$ cat src/design/mcsu_defines.svh
/*
 * Offsets, field positions and reset values of the memory chip-select unit.
 * Assumes it is included by bare name into the unit's module and the bench.
 */
`ifndef MCSU_DEFINES_SVH
`define MCSU_DEFINES_SVH

// ==========================================================================
// Register indices; the byte address on the bus is four times the index.
`define MCSU_IDX_UPPER 8'ha0
`define MCSU_IDX_LOW 8'ha2
`define MCSU_IDX_PERIPH 8'ha4
`define MCSU_IDX_STATUS 8'hac
`define MCSU_IDX_REFRESH 8'he4

// ==========================================================================
// Reset values.
`define MCSU_UPPER_RST 16'hf03b
`define MCSU_LOW_RST 16'h0000
`define MCSU_PERIPH_RST 16'h0000
`define MCSU_REFRESH_RST 16'h0000

// ==========================================================================
// Field positions.
`define MCSU_LIM_HI 14
`define MCSU_LIM_LO 12
`define MCSU_DA_BIT 7
`define MCSU_PSE_BIT 6
`define MCSU_RDY_BIT 2
`define MCSU_WAIT_HI 1
`define MCSU_WAIT_LO 0
`define MCSU_PWAIT3_BIT 3
`define MCSU_PBASE_HI 15
`define MCSU_PBASE_LO 7
`define MCSU_REFRESH_EN_BIT 15

// ==========================================================================
// Strap capture delay after reset release, in clock cycles.
`define MCSU_STRAP_DELAY 2'h3

`endif

$ cat src/design/mcsu_pkg.sv
/*
 * Types of the memory chip-select unit.
 * Assumes nothing beyond a SystemVerilog compiler.
 */
package mcsu_pkg;

    // ======================================================================
    // Cycle state machine, Gray coded along idle, wait, done.
    typedef enum logic [1:0] {
        MCSU_IDLE = 2'h0,
        MCSU_WAIT = 2'h1,
        MCSU_DONE = 2'h3
    } mcsu_state_t;

    // ======================================================================
    // Bus cycle request from the bus interface unit.
    typedef struct packed {
        logic valid;
        logic mem;
        logic [19:0] addr;
    } mcsu_cyc_t;

    // ======================================================================
    // Select outputs, all active low.
    typedef struct packed {
        logic upper_n;
        logic low_n;
        logic [3:0] periph_n;
    } mcsu_sel_t;

endpackage

$ cat src/design/mcsu_top.sv
/*
 * Memory chip-select unit: register file on Avalon-MM, address decode of
 * upper, low and peripheral selects, wait-state and ready sequencing.
 * Assumes the bus interface unit presents one cycle at a time and waits for
 * cyc_done; ext_ready and the strap pin arrive asynchronously.
 */
// Operation
// - Peripheral wait code maps to 0..15 waits
// - Low select off until its register written
// - Low region top set by limit code
// - Low region always starts at zero
// - Address-drive-off bit stops driving the address
// - Strap low forces address drive always
// - Pseudo-static enable bit marks low space
// - Refresh enable turns shared pin into strobe
// - Ready-mode zero waits for external ready
// - Two-bit field gives 0..3 wait states
// - Upper select resets active, F03Bh
// - Upper region ends at top, bottom programmable
// - Peripheral bit3 high wait, bit2 ready
// - Four 256-byte peripheral ranges above base
`timescale 1ns/10ps
`include "mcsu_defines.svh"

module mcsu_top (
    input wire logic clock,
    input wire logic rst_n,
    input wire logic [9:0] avs_address,
    input wire logic avs_read,
    input wire logic avs_write,
    input wire logic [31:0] avs_writedata,
    input wire logic [3:0] avs_byteenable,
    output logic [31:0] avs_readdata,
    output logic avs_waitrequest,
    input wire mcsu_pkg::mcsu_cyc_t cyc_req,
    output logic cyc_done,
    input wire logic ext_ready,
    input wire logic addr_enable_strap_n,
    input wire logic midrange_select_three_n,
    input wire logic refresh_strobe_n,
    output mcsu_pkg::mcsu_sel_t sel,
    output logic addr_drive_en,
    output logic pseudo_static_enable,
    output logic shared_pin_n
);

    // ======================================================================
    // Input synchronisers.
    logic ready_meta, ready_sync, strap_meta, strap_sync;

    always_ff @(posedge clock or negedge rst_n) begin
        if (!rst_n) begin
            ready_meta <= 1'b0;
            ready_sync <= 1'b0;
            strap_meta <= 1'b1;
            strap_sync <= 1'b1;
        end else begin
            ready_meta <= ext_ready;
            ready_sync <= ready_meta;
            strap_meta <= addr_enable_strap_n;
            strap_sync <= strap_meta;
        end
    end

    // ======================================================================
    // Register file and strap capture.
    logic [15:0] upper_region_select_cfg, low_region_select_cfg, periph_cfg, refresh_enable_reg;
    logic low_en, periph_en, strap_forced, strap_taken;
    logic [1:0] strap_cnt;
    logic [15:0] next_upper, next_low, next_periph, next_refresh;
    logic next_low_en, next_periph_en, next_strap_forced, next_strap_taken;
    logic [1:0] next_strap_cnt;
    logic ack, next_ack;
    logic [31:0] next_readdata;
    logic [15:0] status;
    logic take_wr;
    mcsu_pkg::mcsu_state_t state;

    function automatic logic [15:0] merge(input logic [15:0] old, input logic [31:0] wd,
                                          input logic [3:0] be);
        merge = {be[1] ? wd[15:8] : old[15:8], be[0] ? wd[7:0] : old[7:0]};
    endfunction

    always_comb begin
        next_ack = (avs_read | avs_write) & ~ack;
        take_wr = avs_write & ~ack;
        next_upper = upper_region_select_cfg;
        next_low = low_region_select_cfg;
        next_periph = periph_cfg;
        next_refresh = refresh_enable_reg;
        next_low_en = low_en;
        next_periph_en = periph_en;
        next_readdata = 32'h0;
        status = {12'h0, strap_forced, periph_en, low_en, state != mcsu_pkg::MCSU_IDLE};
        if (take_wr) begin
            case (avs_address)
                {`MCSU_IDX_UPPER, 2'h0}: begin
                    next_upper = merge(upper_region_select_cfg, avs_writedata, avs_byteenable);
                end
                {`MCSU_IDX_LOW, 2'h0}: begin
                    // Any write at all activates the low select.
                    next_low = merge(low_region_select_cfg, avs_writedata, avs_byteenable);
                    next_low_en = 1'b1;
                end
                {`MCSU_IDX_PERIPH, 2'h0}: begin
                    next_periph = merge(periph_cfg, avs_writedata, avs_byteenable);
                    next_periph_en = 1'b1;
                end
                {`MCSU_IDX_REFRESH, 2'h0}: begin
                    next_refresh = merge(refresh_enable_reg, avs_writedata, avs_byteenable);
                end
                default: begin
                end
            endcase
        end
        if (avs_read & ~ack) begin
            case (avs_address)
                {`MCSU_IDX_UPPER, 2'h0}: next_readdata = {16'h0, upper_region_select_cfg};
                {`MCSU_IDX_LOW, 2'h0}: next_readdata = {16'h0, low_region_select_cfg};
                {`MCSU_IDX_PERIPH, 2'h0}: next_readdata = {16'h0, periph_cfg};
                {`MCSU_IDX_REFRESH, 2'h0}: next_readdata = {16'h0, refresh_enable_reg};
                {`MCSU_IDX_STATUS, 2'h0}: next_readdata = {16'h0, status};
                default: next_readdata = 32'h0;
            endcase
        end
        // The synchroniser needs a few edges to carry the pin level after release.
        next_strap_cnt = strap_cnt;
        next_strap_taken = strap_taken;
        next_strap_forced = strap_forced;
        if (!strap_taken) begin
            if (strap_cnt == `MCSU_STRAP_DELAY) begin
                next_strap_taken = 1'b1;
                next_strap_forced = ~strap_sync;
            end else begin
                next_strap_cnt = strap_cnt + 2'h1;
            end
        end
    end

    always_ff @(posedge clock or negedge rst_n) begin
        if (!rst_n) begin
            upper_region_select_cfg <= `MCSU_UPPER_RST;
            low_region_select_cfg <= `MCSU_LOW_RST;
            periph_cfg <= `MCSU_PERIPH_RST;
            refresh_enable_reg <= `MCSU_REFRESH_RST;
            low_en <= 1'b0;
            periph_en <= 1'b0;
            ack <= 1'b0;
            avs_readdata <= 32'h0;
            strap_cnt <= 2'h0;
            strap_taken <= 1'b0;
            strap_forced <= 1'b0;
        end else begin
            upper_region_select_cfg <= next_upper;
            low_region_select_cfg <= next_low;
            periph_cfg <= next_periph;
            refresh_enable_reg <= next_refresh;
            low_en <= next_low_en;
            periph_en <= next_periph_en;
            ack <= next_ack;
            avs_readdata <= next_readdata;
            strap_cnt <= next_strap_cnt;
            strap_taken <= next_strap_taken;
            strap_forced <= next_strap_forced;
        end
    end

    assign avs_waitrequest = (avs_read | avs_write) & ~ack;

    // ======================================================================
    // Decode of the incoming cycle.
    logic [2:0] top_lim, bot_lim, pcode;
    logic hit_upper, hit_low, hit_periph;
    logic [3:0] p_waits;

    always_comb begin
        top_lim = low_region_select_cfg[`MCSU_LIM_HI:`MCSU_LIM_LO];
        bot_lim = upper_region_select_cfg[`MCSU_LIM_HI:`MCSU_LIM_LO];
        // Region starts at zero; bits above the limit code must be clear.
        hit_low = cyc_req.mem & low_en & ~cyc_req.addr[19]
                  & ((cyc_req.addr[18:16] & ~top_lim) == 3'h0);
        hit_upper = cyc_req.mem & cyc_req.addr[19]
                    & ((cyc_req.addr[18:16] & bot_lim) == bot_lim);
        // Peripheral block of four 256-byte selects sits in I/O space.
        hit_periph = ~cyc_req.mem & periph_en & ~cyc_req.addr[10]
                     & (cyc_req.addr[19:11] == periph_cfg[`MCSU_PBASE_HI:`MCSU_PBASE_LO]);
        pcode = {periph_cfg[`MCSU_PWAIT3_BIT], periph_cfg[`MCSU_WAIT_HI:`MCSU_WAIT_LO]};
        case (pcode)
            3'h0: p_waits = 4'h0;
            3'h1: p_waits = 4'h1;
            3'h2: p_waits = 4'h2;
            3'h3: p_waits = 4'h3;
            3'h4: p_waits = 4'h5;
            3'h5: p_waits = 4'h7;
            3'h6: p_waits = 4'h9;
            default: p_waits = 4'hf;
        endcase
    end

    // ======================================================================
    // Cycle sequencer.
    mcsu_pkg::mcsu_state_t next_state;
    logic [3:0] wait_cnt, next_wait_cnt;
    logic need_ready, next_need_ready;
    mcsu_pkg::mcsu_sel_t next_sel;
    logic next_drive;
    logic ready_ok;

    always_comb begin
        next_state = state;
        next_wait_cnt = wait_cnt;
        next_need_ready = need_ready;
        next_sel = sel;
        next_drive = addr_drive_en;
        ready_ok = ready_sync | ~need_ready;
        cyc_done = 1'b0;
        case (state)
            mcsu_pkg::MCSU_IDLE: begin
                if (cyc_req.valid) begin
                    next_state = mcsu_pkg::MCSU_WAIT;
                    next_sel = '{upper_n: 1'b1, low_n: 1'b1, periph_n: 4'hf};
                    next_wait_cnt = 4'h0;
                    next_need_ready = 1'b0;
                    next_drive = 1'b1;
                    if (hit_upper) begin
                        next_sel.upper_n = 1'b0;
                        next_wait_cnt = {2'h0, upper_region_select_cfg[`MCSU_WAIT_HI:`MCSU_WAIT_LO]};
                        next_need_ready = ~upper_region_select_cfg[`MCSU_RDY_BIT];
                        next_drive = strap_forced | ~upper_region_select_cfg[`MCSU_DA_BIT];
                    end else if (hit_low) begin
                        next_sel.low_n = 1'b0;
                        next_wait_cnt = {2'h0, low_region_select_cfg[`MCSU_WAIT_HI:`MCSU_WAIT_LO]};
                        next_need_ready = ~low_region_select_cfg[`MCSU_RDY_BIT];
                        next_drive = strap_forced | ~low_region_select_cfg[`MCSU_DA_BIT];
                    end else if (hit_periph) begin
                        next_sel.periph_n[cyc_req.addr[9:8]] = 1'b0;
                        next_wait_cnt = p_waits;
                        next_need_ready = ~periph_cfg[`MCSU_RDY_BIT];
                    end
                end
            end
            mcsu_pkg::MCSU_WAIT: begin
                // Programmed waits always elapse, then ready is checked.
                if (wait_cnt != 4'h0) begin
                    next_wait_cnt = wait_cnt - 4'h1;
                end else if (ready_ok) begin
                    next_state = mcsu_pkg::MCSU_DONE;
                end
            end
            mcsu_pkg::MCSU_DONE: begin
                cyc_done = 1'b1;
                next_state = mcsu_pkg::MCSU_IDLE;
                next_sel = '{upper_n: 1'b1, low_n: 1'b1, periph_n: 4'hf};
                next_drive = 1'b0;
            end
            default: begin
                next_state = mcsu_pkg::MCSU_IDLE;
            end
        endcase
    end

    always_ff @(posedge clock or negedge rst_n) begin
        if (!rst_n) begin
            state <= mcsu_pkg::MCSU_IDLE;
            wait_cnt <= 4'h0;
            need_ready <= 1'b0;
            sel <= '{upper_n: 1'b1, low_n: 1'b1, periph_n: 4'hf};
            addr_drive_en <= 1'b0;
        end else begin
            state <= next_state;
            wait_cnt <= next_wait_cnt;
            need_ready <= next_need_ready;
            sel <= next_sel;
            addr_drive_en <= next_drive;
        end
    end

    // ======================================================================
    // Pin sharing and pseudo-static marking.
    assign shared_pin_n = refresh_enable_reg[`MCSU_REFRESH_EN_BIT]
                          ? refresh_strobe_n : midrange_select_three_n;
    // Refresh setup beforehand is software's duty; the unit only flags the mode.
    assign pseudo_static_enable = low_en & low_region_select_cfg[`MCSU_PSE_BIT];

    // ======================================================================
    // Checks.
    logic [4:0] wait_seen;
    logic [3:0] waits_q;

    always_ff @(posedge clock or negedge rst_n) begin
        if (!rst_n) begin
            wait_seen <= 5'h0;
            waits_q <= 4'h0;
        end else if (state == mcsu_pkg::MCSU_IDLE) begin
            wait_seen <= 5'h0;
            waits_q <= next_wait_cnt;
        end else if (state == mcsu_pkg::MCSU_WAIT) begin
            wait_seen <= wait_seen + 5'h1;
        end
    end
endmodule

$ cat config.mk
export PLATFORM = sky130hd
export DESIGN_NAME = mcsu_top
export DESIGN_NICKNAME = d
export VERILOG_FILES = /design/src/design/mcsu_pkg.sv /design/src/design/mcsu_top.sv
export VERILOG_INCLUDE_DIRS = /design/src /design/src/design
export SDC_FILE = /design/constraint.sdc
export NUM_CORES = 1
export LEC_CHECK = 0
export BUFFER_PORTS_ARGS = -buffer_cell sky130_fd_sc_hd__buf_2
export CORE_ASPECT_RATIO = 1.1
export CORE_MARGIN = 2
export CORE_UTILIZATION = 42
export CTS_CLUSTER_DIAMETER = 60
export DETAILED_ROUTE_END_ITERATION = 16
export HOLD_SLACK_MARGIN = 0.05
export PLACE_DENSITY = 0.67
export SYNTH_ARGS = -nofsm -noshare
export SYNTH_HDL_FRONTEND = slang
export SYNTH_SLANG_ARGS = --single-unit
$ cat constraint.sdc
create_clock -name clock -period 1.8 [get_ports clock]
set_input_delay 0.18 -clock clock [delete_from_list [all_inputs] [get_ports clock]]
set_output_delay 0.18 -clock clock [all_outputs]
set_load 0.02 [all_outputs]
==> impl_metrics.env, run 1 <==
export IMPL_outcome="finished clean"
export IMPL_synth_area_leader_cell="dfrtp_1"
export IMPL_die_h_um=118
export IMPL_rsz0062_at_grt="yes"
export IMPL_placed_cell_area_sq_um=5840
export IMPL_worst_setup_path_end_kind="flop"
export IMPL_whs_path_depth=2
export IMPL_pin_count=119
export IMPL_synthFlopType="dfrtp_1"
export IMPL_dp_hpwl_um=8330
export IMPL_setup_slack_ns=0.0457
export IMPL_drc=0
export IMPL_clkLatencyLatePin_ns=0.35
export IMPL_worstSetupPathType="primary input to flop"
export IMPL_portBuffers=76
export IMPL_p_clk_share_pct=36.7
export IMPL_yosysSeqAreaShare_pct=53.0
export IMPL_max_freq_mhz=570
export IMPL_avgSynthCellArea_sq_um=12.5
export IMPL_drive_gt1_share_pct=44.7
export IMPL_min_period_ns=1.75
export IMPL_p_leak_nw=3.02
export IMPL_final_area_sq_um=6240
export IMPL_nets=597
export IMPL_p_per_area_nw_per_um2=924
export IMPL_worst_hold_slack_ns=0.0863
export IMPL_seqPwrFrac_pct=45.0
export IMPL_core_area_sq_um=11500
export IMPL_min_to="periph_cfg[9]$_DFFE_PN0P_"
export IMPL_root_buffer="clkbuf_16"
export IMPL_wire_per_inst_um=17.4
export IMPL_ff2ff_setup_slack_ns=0.11
export IMPL_ys_ff_latch=105
export IMPL_r2r_end="refresh_enable_reg[6]$_DFFE_PN0P_"
export IMPL_hold_viol_final=0
export IMPL_rows=41
export IMPL_drtIter0Drc=178
export IMPL_cts_buffer_depth=2
export IMPL_synth_edf_count=0
export IMPL_cts_buffers=9
export IMPL_setup_viol=0
export IMPL_vdd_drop_max_uv=475
export IMPL_dp_cells=654
export IMPL_post_place_ws_ns=-0.317
export IMPL_synthCells=400
export IMPL_vias=3529
export IMPL_grt_overflow=0
export IMPL_tightest_slew_ns=0.636
export IMPL_crit_required_ns=2.03
export IMPL_hp_class="primary input to flop"
export IMPL_syn_area_sq_um=5000
export IMPL_skew_ns=0.0105
export IMPL_grt_start_max_net_pins=106
export IMPL_clkSinkCount=105
export IMPL_maxSlewViolCount=0
export IMPL_grt_pass1_vias=3503
export IMPL_maxCapViolCount=0
export IMPL_yosys_warnings=0
export IMPL_fillCellCount=1000
export IMPL_yosysUniqueCellTypes=48
export IMPL_r2r_start="ack$_DFF_PN0_"
export IMPL_post_route_period_util_pct=97.5
export IMPL_drt_pass1_iterations=5
export IMPL_synthTopCellsByArea="dfrtp_1 44%, mux2_2 15%, dfstp_2 8.9%, mux2i_1 6.8%, buf_4 2.4%"
export IMPL_yosysMostFrequentCell="dfrtp_1"
export IMPL_arrival_ns=1.98
export IMPL_viasPerCell=5.24
export IMPL_switching_share_pct=26.6
export IMPL_cts_clk_slew_worst_paths_ns=0.07
export IMPL_async_flop_share_pct=100
export IMPL_h_tree_depth=3
export IMPL_cp_start_kind="primary input"
export IMPL_r2r_cells=5
export IMPL_die_area_sq_um=12800
export IMPL_insertedDiodeCount=0
export IMPL_synthToLayoutAreaGrowth_pct=24.9
export IMPL_synth_common_cells="88 x dfrtp_1, 65 x mux2_2, 34 x mux2i_1, 27 x nor2_1, 17 x dfstp_2"
export IMPL_comb_power_share_pct=18.3
export IMPL_cts_tree="built"
export IMPL_synth_top_cell_area_share_pct=44.1
export IMPL_hold_start="avs_writedata[9]"
export IMPL_crit_fanout=4
export IMPL_layout_cells_non_filler=674
export IMPL_grt_total_usage_pct=19.1
export IMPL_routed_wl_um=11700
export IMPL_gp_congestion=0.870
export IMPL_ant_nets=0
export IMPL_antenna_found_initial=0
export IMPL_p_int_mw=4.23
export IMPL_fp_dieW_um=108
export IMPL_power_switching_mw=1.53
export IMPL_slew_headroom_pct=57.2
export IMPL_grt_pass1_wl_um=18700
export IMPL_start_util_pct=43.3
-- final cells by class --
cell class,count,area [sq um],share of cell area [%]
Timing Repair Buffer,124,788,12.6
Inverter,11,41.3,0.661
Clock inverter,4,76.3,1.22
Multi-Input combinational cell,268,2250,36.1
Tap cell,150,188,3.01
Sequential cell,105,2650,42.4
Clock buffer,12,246,3.95
-- logic make-up (layout without fill, tap and decap cells) --
logic type,after synthesis,in the layout,synth area share [%]
other cells,1,16,0.0750
mux,101,101,21.9
flops,105,105,53.0
compound gates,51,51,7.61
simple gates,88,88,10.7
xor+xnor,10,10,1.75
buf+inv,42,151,4.43
fa+ha+maj,2,2,0.501
-- critical path, stage by stage --
cell and delay [ns]:
buf_2 0.11, or3b_4 0.40, or4_4 0.48, nor4_4 0.28, buf_4 0.20, mux2_2 0.33
-- metal layers --
layer / up-vias / global-route usage, % / routed length (um)
met5: - / 0 / 0
met4: 0 / 6.57 / 213
met2: 83 / 29.4 / 5470
met1: 1778 / 27.7 / 5660
met3: 13 / 2.43 / 402
li1: 1655 / - / -
-- through the flow --
stage	util, %	setup TNS (ns)	total power [mW]
after CTS	53.8	0	5.79
after global routing	54.1	-0.00630	6.03
after detailed placement	50.6	-13.32	3.65
final	54.1	0	5.77
after global placement	50.6	-12.28	3.62
after floorplan	-	-8.76	3.25
-- worst max-delay path by stage --
| stage | startpoint | slack [ns] | endpoint |
|---|---|---|---|
| global placement | avs_address[3] | -0.31 | periph_cfg[6]$_DFFE_PN0P_ |
| CTS | wait_cnt[1]$_DFFE_PN0P_ | 0.01 | wait_cnt[0]$_DFFE_PN0P_ |
| detailed placement | avs_address[3] | -0.32 | periph_cfg[6]$_DFFE_PN0P_ |
| global route | avs_address[3] | -0.004 | periph_cfg[6]$_DFFE_PN0P_ |
| finish | avs_address[3] | 0.05 | periph_cfg[6]$_DFFE_PN0P_ |
| floorplan | avs_address[8] | -0.28 | low_region_select_cfg[0]$_DFFE_PN0P_ |
-- cell usage in the layout, fill, tap and decap left out, types with 3 or more instances in the layout --
cell,n
dfrtp_1,88
buf_2,75
mux2_2,61
buf_4,43
mux2i_1,34
nor2_1,27
dfstp_2,17
conb_1,16
o22a_1,12
inv_1,11
xor2_1,10
clkbuf_16,9
nor2b_1,7
nand2b_1,6
o21ai_0,6
nand3_1,6
a21oi_1,6
nand2_1,6
nor4_4,4
o22ai_1,4
nand4_1,4
o32a_1,4
mux2_4,4
nand3b_1,3
nor4_1,3
nor3_1,3
a22oi_1,3
a221oi_1,3
dlygate4sd3_1,3
buf_12,3
-- power by group through the flow --
stage	Combinational [mW]	Sequential (mW)	Clock, mW
after floorplan	0.623	2.63	0
after global placement	0.988	2.63	0
final	1.05	2.59	2.12
after detailed placement	1.02	2.64	0
after global routing	1.17	2.62	2.25
after CTS	1.04	2.59	2.16
-- timing repair --
item                       CTS  global route
hold buffers                 3             0
setup buffers                0             1
pin swaps                    1             0
hold endpoints to repair    90             0
setup endpoints to repair    8            20
gates resized for setup      5             4
(Power assumes the default switching activity.)
==> run 2, diff against run 1 <==
--- a/config.mk
+++ b/config.mk
@@ -7,13 +7,14 @@
 export NUM_CORES = 1
 export LEC_CHECK = 0
 export BUFFER_PORTS_ARGS = -buffer_cell sky130_fd_sc_hd__buf_2
-export CORE_ASPECT_RATIO = 1.1
+export CELL_PAD_IN_SITES_DETAIL_PLACEMENT = 0
+export CELL_PAD_IN_SITES_GLOBAL_PLACEMENT = 1
 export CORE_MARGIN = 2
-export CORE_UTILIZATION = 42
+export CORE_UTILIZATION = 38
 export CTS_CLUSTER_DIAMETER = 60
 export DETAILED_ROUTE_END_ITERATION = 16
 export HOLD_SLACK_MARGIN = 0.05
-export PLACE_DENSITY = 0.67
+export PLACE_DENSITY_LB_ADDON = 0.1
 export SYNTH_ARGS = -nofsm -noshare
 export SYNTH_HDL_FRONTEND = slang
 export SYNTH_SLANG_ARGS = --single-unit
==> impl_metrics.env, run 2 (same netlist as run 1, synthesis figures left out) <==
export IMPL_ant_nets=0
export IMPL_grt_pass1_vias=3581
export IMPL_seqPwrFrac_pct=46.3
export IMPL_die_h_um=119
export IMPL_crit_path_cell_trace="buf_2, or3b_4, or4_4, nor4_4, buf_4, mux2_2"
export IMPL_pin_count=119
export IMPL_grt_overflow=0
export IMPL_crit_fanout=4
export IMPL_crit_required_ns=2.04
export IMPL_drive_gt1_share_pct=44.7
export IMPL_tns_ns=0
export IMPL_final_cell_mix="88 x dfrtp_1, 75 x buf_2, 61 x mux2_2"
export IMPL_post_place_ws_ns=-0.313
export IMPL_grt_pass1_wl_um=19800
export IMPL_crit_slowest_cell="or4_4"
export IMPL_routed_wl_um=12200
export IMPL_nets=596
export IMPL_utilization_pct=48.8
export IMPL_arrival_ns=1.99
export IMPL_clkLatencyLatePin_ns=0.35
export IMPL_outcome="finished clean"
export IMPL_path_buf_inv=2
export IMPL_cts_buffer_depth=2
export IMPL_min_period_ns=1.74
export IMPL_p_leak_nw=3.00
export IMPL_cp_start_kind="primary input"
export IMPL_maxSlewViolCount=0
export IMPL_critPathMaxStageDelay_ns=0.49
export IMPL_h_tree_depth=3
export IMPL_viasPerCell=5.05
export IMPL_grt_total_usage_pct=18.4
export IMPL_gp_congestion=0.793
export IMPL_vias=3512
export IMPL_fp_dieW_um=119
export IMPL_switching_share_pct=28.3
export IMPL_wire_per_inst_um=17.6
export IMPL_dp_cells=676
export IMPL_final_common_cell="dfrtp_1"
export IMPL_hp_class="primary input to flop"
export IMPL_vdd_drop_max_uv=410
export IMPL_cts_buffers=9
export IMPL_drtIter0Drc=183
export IMPL_maxCapViolCount=0
export IMPL_p_per_area_nw_per_um2=902
export IMPL_rows=41
export IMPL_worst_setup_path_end_kind="flop"
export IMPL_layout_cells_non_filler=695
export IMPL_cts_clk_slew_worst_paths_ns=0.07
export IMPL_worstSetupPathType="primary input to flop"
export IMPL_drt_pass1_iterations=4
export IMPL_power_switching_mw=1.58
export IMPL_tightest_slew_ns=0.560
export IMPL_drc=0
export IMPL_root_buffer="clkbuf_16"
export IMPL_clkSinkCount=105
export IMPL_portBuffers=76
export IMPL_die_area_sq_um=14100
export IMPL_hold_viol_final=0
export IMPL_grt_start_max_net_pins=106
export IMPL_core_area_sq_um=12700
export IMPL_synthToLayoutAreaGrowth_pct=24.1
export IMPL_max_freq_mhz=574
export IMPL_setup_slack_ns=0.0565
export IMPL_comb_power_share_pct=19.3
export IMPL_p_int_mw=4.01
export IMPL_p_clk_share_pct=34.4
export IMPL_start_util_pct=39.3
export IMPL_setup_viol=0
export IMPL_rsz0062_at_grt="no"
export IMPL_insertedDiodeCount=0
export IMPL_antenna_found_initial=0
export IMPL_path_delay_family="simple AND/OR/NAND/NOR gates"
export IMPL_dp_hpwl_um=8740
export IMPL_total_power_mw=5.59
export IMPL_skew_ns=0.00749
export IMPL_cts_tree="built"
export IMPL_slew_headroom_pct=62.6
export IMPL_post_route_period_util_pct=96.9
[run 2: changes by cell type in the layout (fill, tap and decap cells not counted), sizes merged]
cell	before	now
bufinv	2	0
clkinv	0	1
clkinvlp	1	2
inv	12	13
clkbuf	12	11
buf	121	120
[run 2: routing by layer]
metal,part of all wire [%],wire (um),up-vias,GRT usage (%)
li1,-,-,1655,-
met1,49,5950,1761,26.2
met2,45,5530,83,27.6
met3,4.9,597,13,4.83
met4,1.4,166,0,5.36
met5,0,0,-,0
[run 2: worst reg2reg max path, cell delays in order, from the launching register on]
cell	delay, ns
dfrtp_1	0.38
inv_1	0.08
ha_1	0.17
or3b_4	0.40
mux2_2	0.29
a22oi_2	0.13
o211ai_1	0.12
[run 2: final cells by class]
| class | count | area (sq um) |
|---|---|---|
| tap | 172 | 215 |
| timing repair buffer | 123 | 768 |
| multi-input combinational | 268 | 2240 |
| sequential | 105 | 2650 |
| inverter | 11 | 41.3 |
| clock buffer | 11 | 253 |
| clock inverter | 5 | 37.5 |
| fill | 1202 | 6520 |
[run 2: metrics by stage]
stage | instance area (sq um) | hold WS (ns)
global route | 6200 | 0.101
floorplan | 5100 | -0.116
CTS | 6180 | 0.0804
global placement | 5860 | 0.286
finish | 6200 | 0.0883
detailed placement | 5860 | 0.288
[run 2: worst paths after layout]
kind                                          from                    endpoint  slack [ns]  depth (start not counted)
max                                 avs_address[3]   periph_cfg[5]$_DFFE_PN0P_        0.06                          6
min                               avs_writedata[9]   periph_cfg[9]$_DFFE_PN0P_        0.09                          2
max reg2reg                wait_cnt[1]$_DFFE_PN0P_     wait_cnt[0]$_DFFE_PN0P_        0.13                          6
min reg2reg                   strap_meta$_DFF_PN1_        strap_sync$_DFF_PN1_        0.36                          0
max in group asynchronous                    rst_n          sel[5]$_DFFE_PN1P_        0.92                          3
min in group asynchronous                    rst_n  avs_readdata[10]$_DFF_PN0_        0.45                          3
[run 2: what timing repair did]
item / CTS / global route
gates resized for setup: 2 / 3
setup endpoints to repair: 8 / 7
setup buffers: 0 / 0
endpoints found under the hold margin: 90 / 0
hold buffers: 3 / 0
[run 2: power groups by stage]
stage	Clock, mW	Combinational (mW)	Sequential, mW
6_report	1.93	1.08	2.59
5_1_grt	2.07	1.19	2.61
4_1_cts	1.99	1.08	2.59
3_5_place_dp	0	1.07	2.63
3_3_place_gp	0	1.05	2.63
2_1_floorplan	0	0.623	2.63
==> run 3, diff against run 2 <==
--- a/config.mk
+++ b/config.mk
@@ -6,6 +6,7 @@
 export SDC_FILE = /design/constraint.sdc
 export NUM_CORES = 1
 export LEC_CHECK = 0
+export ABC_CLOCK_PERIOD_IN_PS = 1800
 export BUFFER_PORTS_ARGS = -buffer_cell sky130_fd_sc_hd__buf_2
 export CELL_PAD_IN_SITES_DETAIL_PLACEMENT = 0
 export CELL_PAD_IN_SITES_GLOBAL_PLACEMENT = 1
@@ -14,7 +15,7 @@
 export CTS_CLUSTER_DIAMETER = 60
 export DETAILED_ROUTE_END_ITERATION = 16
 export HOLD_SLACK_MARGIN = 0.05
-export PLACE_DENSITY_LB_ADDON = 0.1
+export PLACE_DENSITY = 0.76
 export SYNTH_ARGS = -nofsm -noshare
 export SYNTH_HDL_FRONTEND = slang
 export SYNTH_SLANG_ARGS = --single-unit
==> impl_metrics.env, run 3 (same netlist as run 1, synthesis figures left out) <==
export IMPL_drtIter0Drc=171
export IMPL_drive_gt1_share_pct=43.9
export IMPL_gp_congestion=0.809
export IMPL_die_area_sq_um=14100
export IMPL_root_buffer="clkbuf_16"
export IMPL_ff2ff_setup_slack_ns=0.08
export IMPL_worstSetupPathType="flop to flop"
export IMPL_final_common_cell="dfrtp_1"
export IMPL_pin_count=119
export IMPL_routed_wl_um=12000
export IMPL_core_area_sq_um=12700
export IMPL_h_tree_depth=3
export IMPL_cts_buffer_depth=2
export IMPL_grt_pass1_wl_um=19200
export IMPL_drc=0
export IMPL_crit_fanout=4
export IMPL_worst_setup_path_end_kind="flop"
export IMPL_fp_dieW_um=119
export IMPL_grt_overflow=0
export IMPL_insertedDiodeCount=0
export IMPL_rows=41
export IMPL_drt_pass1_iterations=5
export IMPL_maxSlewViolCount=0
export IMPL_vias=3570
export IMPL_r2r_cells=6
export IMPL_ant_nets=0
export IMPL_cts_setup_buffers=0
export IMPL_outcome="finished clean"
export IMPL_min_period_ns=1.72
export IMPL_routed_top_layer="met4"
export IMPL_min_to="periph_cfg[9]$_DFFE_PN0P_"
export IMPL_cts_clk_slew_worst_paths_ns=0.07
export IMPL_clkSinkCount=105
export IMPL_skew_ns=0.00679
export IMPL_start_util_pct=39.3
export IMPL_die_h_um=119
export IMPL_hold_viol_final=0
export IMPL_cts_tree="built"
export IMPL_viasPerCell=5.17
export IMPL_nets=592
export IMPL_arrival_ns=1.95
export IMPL_final_cell_mix="88 x dfrtp_1, 75 x buf_2, 61 x mux2_2"
export IMPL_grt_start_max_net_pins=48
export IMPL_setup_viol=0
export IMPL_met3_length_um=565
export IMPL_placed_cell_area_sq_um=5860
export IMPL_tightest_slew_ns=0.598
export IMPL_p_leak_nw=2.99
export IMPL_slew_headroom_pct=59.7
export IMPL_vdd_drop_max_uv=457
export IMPL_antenna_found_initial=0
export IMPL_wl_met1_um=5250
export IMPL_portBuffers=76
export IMPL_final_area_sq_um=6210
export IMPL_rsz0062_at_grt="no"
export IMPL_crit_required_ns=2.03
export IMPL_grt_pass1_vias=3639
export IMPL_cts_buffers=9
export IMPL_dp_hpwl_um=8670
export IMPL_clkLatencyLatePin_ns=0.35
export IMPL_p_per_area_nw_per_um2=898
export IMPL_total_power_mw=5.58
export IMPL_r2r_start="wait_cnt[1]$_DFFE_PN0P_"
export IMPL_startpoint="wait_cnt[1]$_DFFE_PN0P_"
export IMPL_fillCellCount=1186
export IMPL_hold_start="avs_writedata[9]"
export IMPL_cp_start_kind="flop"
export IMPL_hp_class="primary input to flop"
export IMPL_grt_total_usage_pct=17.7
export IMPL_max_freq_mhz=581
export IMPL_maxCapViolCount=0
export IMPL_synthToLayoutAreaGrowth_pct=24.3
export IMPL_post_route_period_util_pct=95.6
export IMPL_wl_met2_um=5890
export IMPL_wire_per_inst_um=17.3
export IMPL_r2r_end="wait_cnt[0]$_DFFE_PN0P_"
export IMPL_whs_path_depth=2
==> run 3: cell types whose count changed in the layout (fill, tap and decap cells not counted), moves of 2 or more <==
| cell | previous run | this run |
|---|---|---|
| buf_4 | 43 | 36 |
| o21ai_1 | 0 | 2 |
| clkbuf_8 | 2 | 4 |
| inv_6 | 2 | 0 |
| o21ai_0 | 8 | 6 |
| clkbuf_1 | 0 | 2 |
| buf_12 | 2 | 5 |
==> run 3: stage by stage <==
stage / setup WS, ns / hold WS [ns] / utilization, % / TNS, ns / cells
after floorplan: -0.283 / -0.116 / - / -8.76 / 415
after global placement: -0.251 / 0.132 / 46.1 / -8.65 / 672
after detailed placement: -0.293 / 0.137 / 46.1 / -9.72 / 672
after CTS: 0.0312 / 0.0882 / 48.7 / 0 / 691
after global routing: 0.00518 / 0.0999 / 48.8 / 0 / 691
final: 0.0792 / 0.0981 / 48.8 / 0 / 691
==> run 3: layout make-up <==
cell class              instances  area, sq um  area share [%]
clock buffers                  15          288            4.63
clock inverters                 1         7.51           0.121
inverters                      11         41.3           0.665
multi-input cells             268         2230            36.0
flip-flops and latches        105         2650            42.6
well taps                     172          215            3.46
repair buffers                119          776            12.5
==> run 3: critical path, stage by stage (launching register included) <==
cell and delay, ns:
dfrtp_1 0.38, inv_1 0.09, ha_2 0.20, or3b_4 0.41
mux2_2 0.29, a22oi_2 0.12, o211ai_1 0.10
==> run 3: per-layer routing <==
metal | up-vias | GRT usage [%]
met2 | 116 | 28.7
met1 | 1788 | 23.0
met4 | 0 | 8.41
li1 | 1644 | -
met5 | - | 0
met3 | 22 | 2.80
==> run 3: worst max-delay path by stage <==
stage | slack [ns] | endpoint | depth (start not counted)
2_1_floorplan | -0.28 | low_region_select_cfg[0]$_DFFE_PN0P_ | 7
3_3_place_gp | -0.25 | low_region_select_cfg[13]$_DFFE_PN0P_ | 6
3_5_place_dp | -0.29 | periph_cfg[12]$_DFFE_PN0P_ | 6
4_1_cts | 0.03 | wait_cnt[3]$_DFFE_PN0P_ | 5
5_1_grt | 0.005 | wait_cnt[0]$_DFFE_PN0P_ | 6
6_report | 0.08 | wait_cnt[0]$_DFFE_PN0P_ | 6
==> run 3: report_power, final <==
part | total (mW) | leakage [nW] | switching [mW] | internal [mW]
Sequential | 2.58 | 1.37 | 0.0958 | 2.49
Clock | 1.93 | 0.142 | 0.841 | 1.09
Combinational | 1.06 | 1.48 | 0.569 | 0.492
Total | 5.58 | 2.99 | 1.51 | 4.07
==> run 3: what timing repair did <==
action / CTS / global route
hold buffers: 3 / 0
pin swaps: 0 / 1
setup endpoints to repair: 8 / 6
gates resized for setup: 2 / 5
endpoints found under the hold margin: 23 / 0
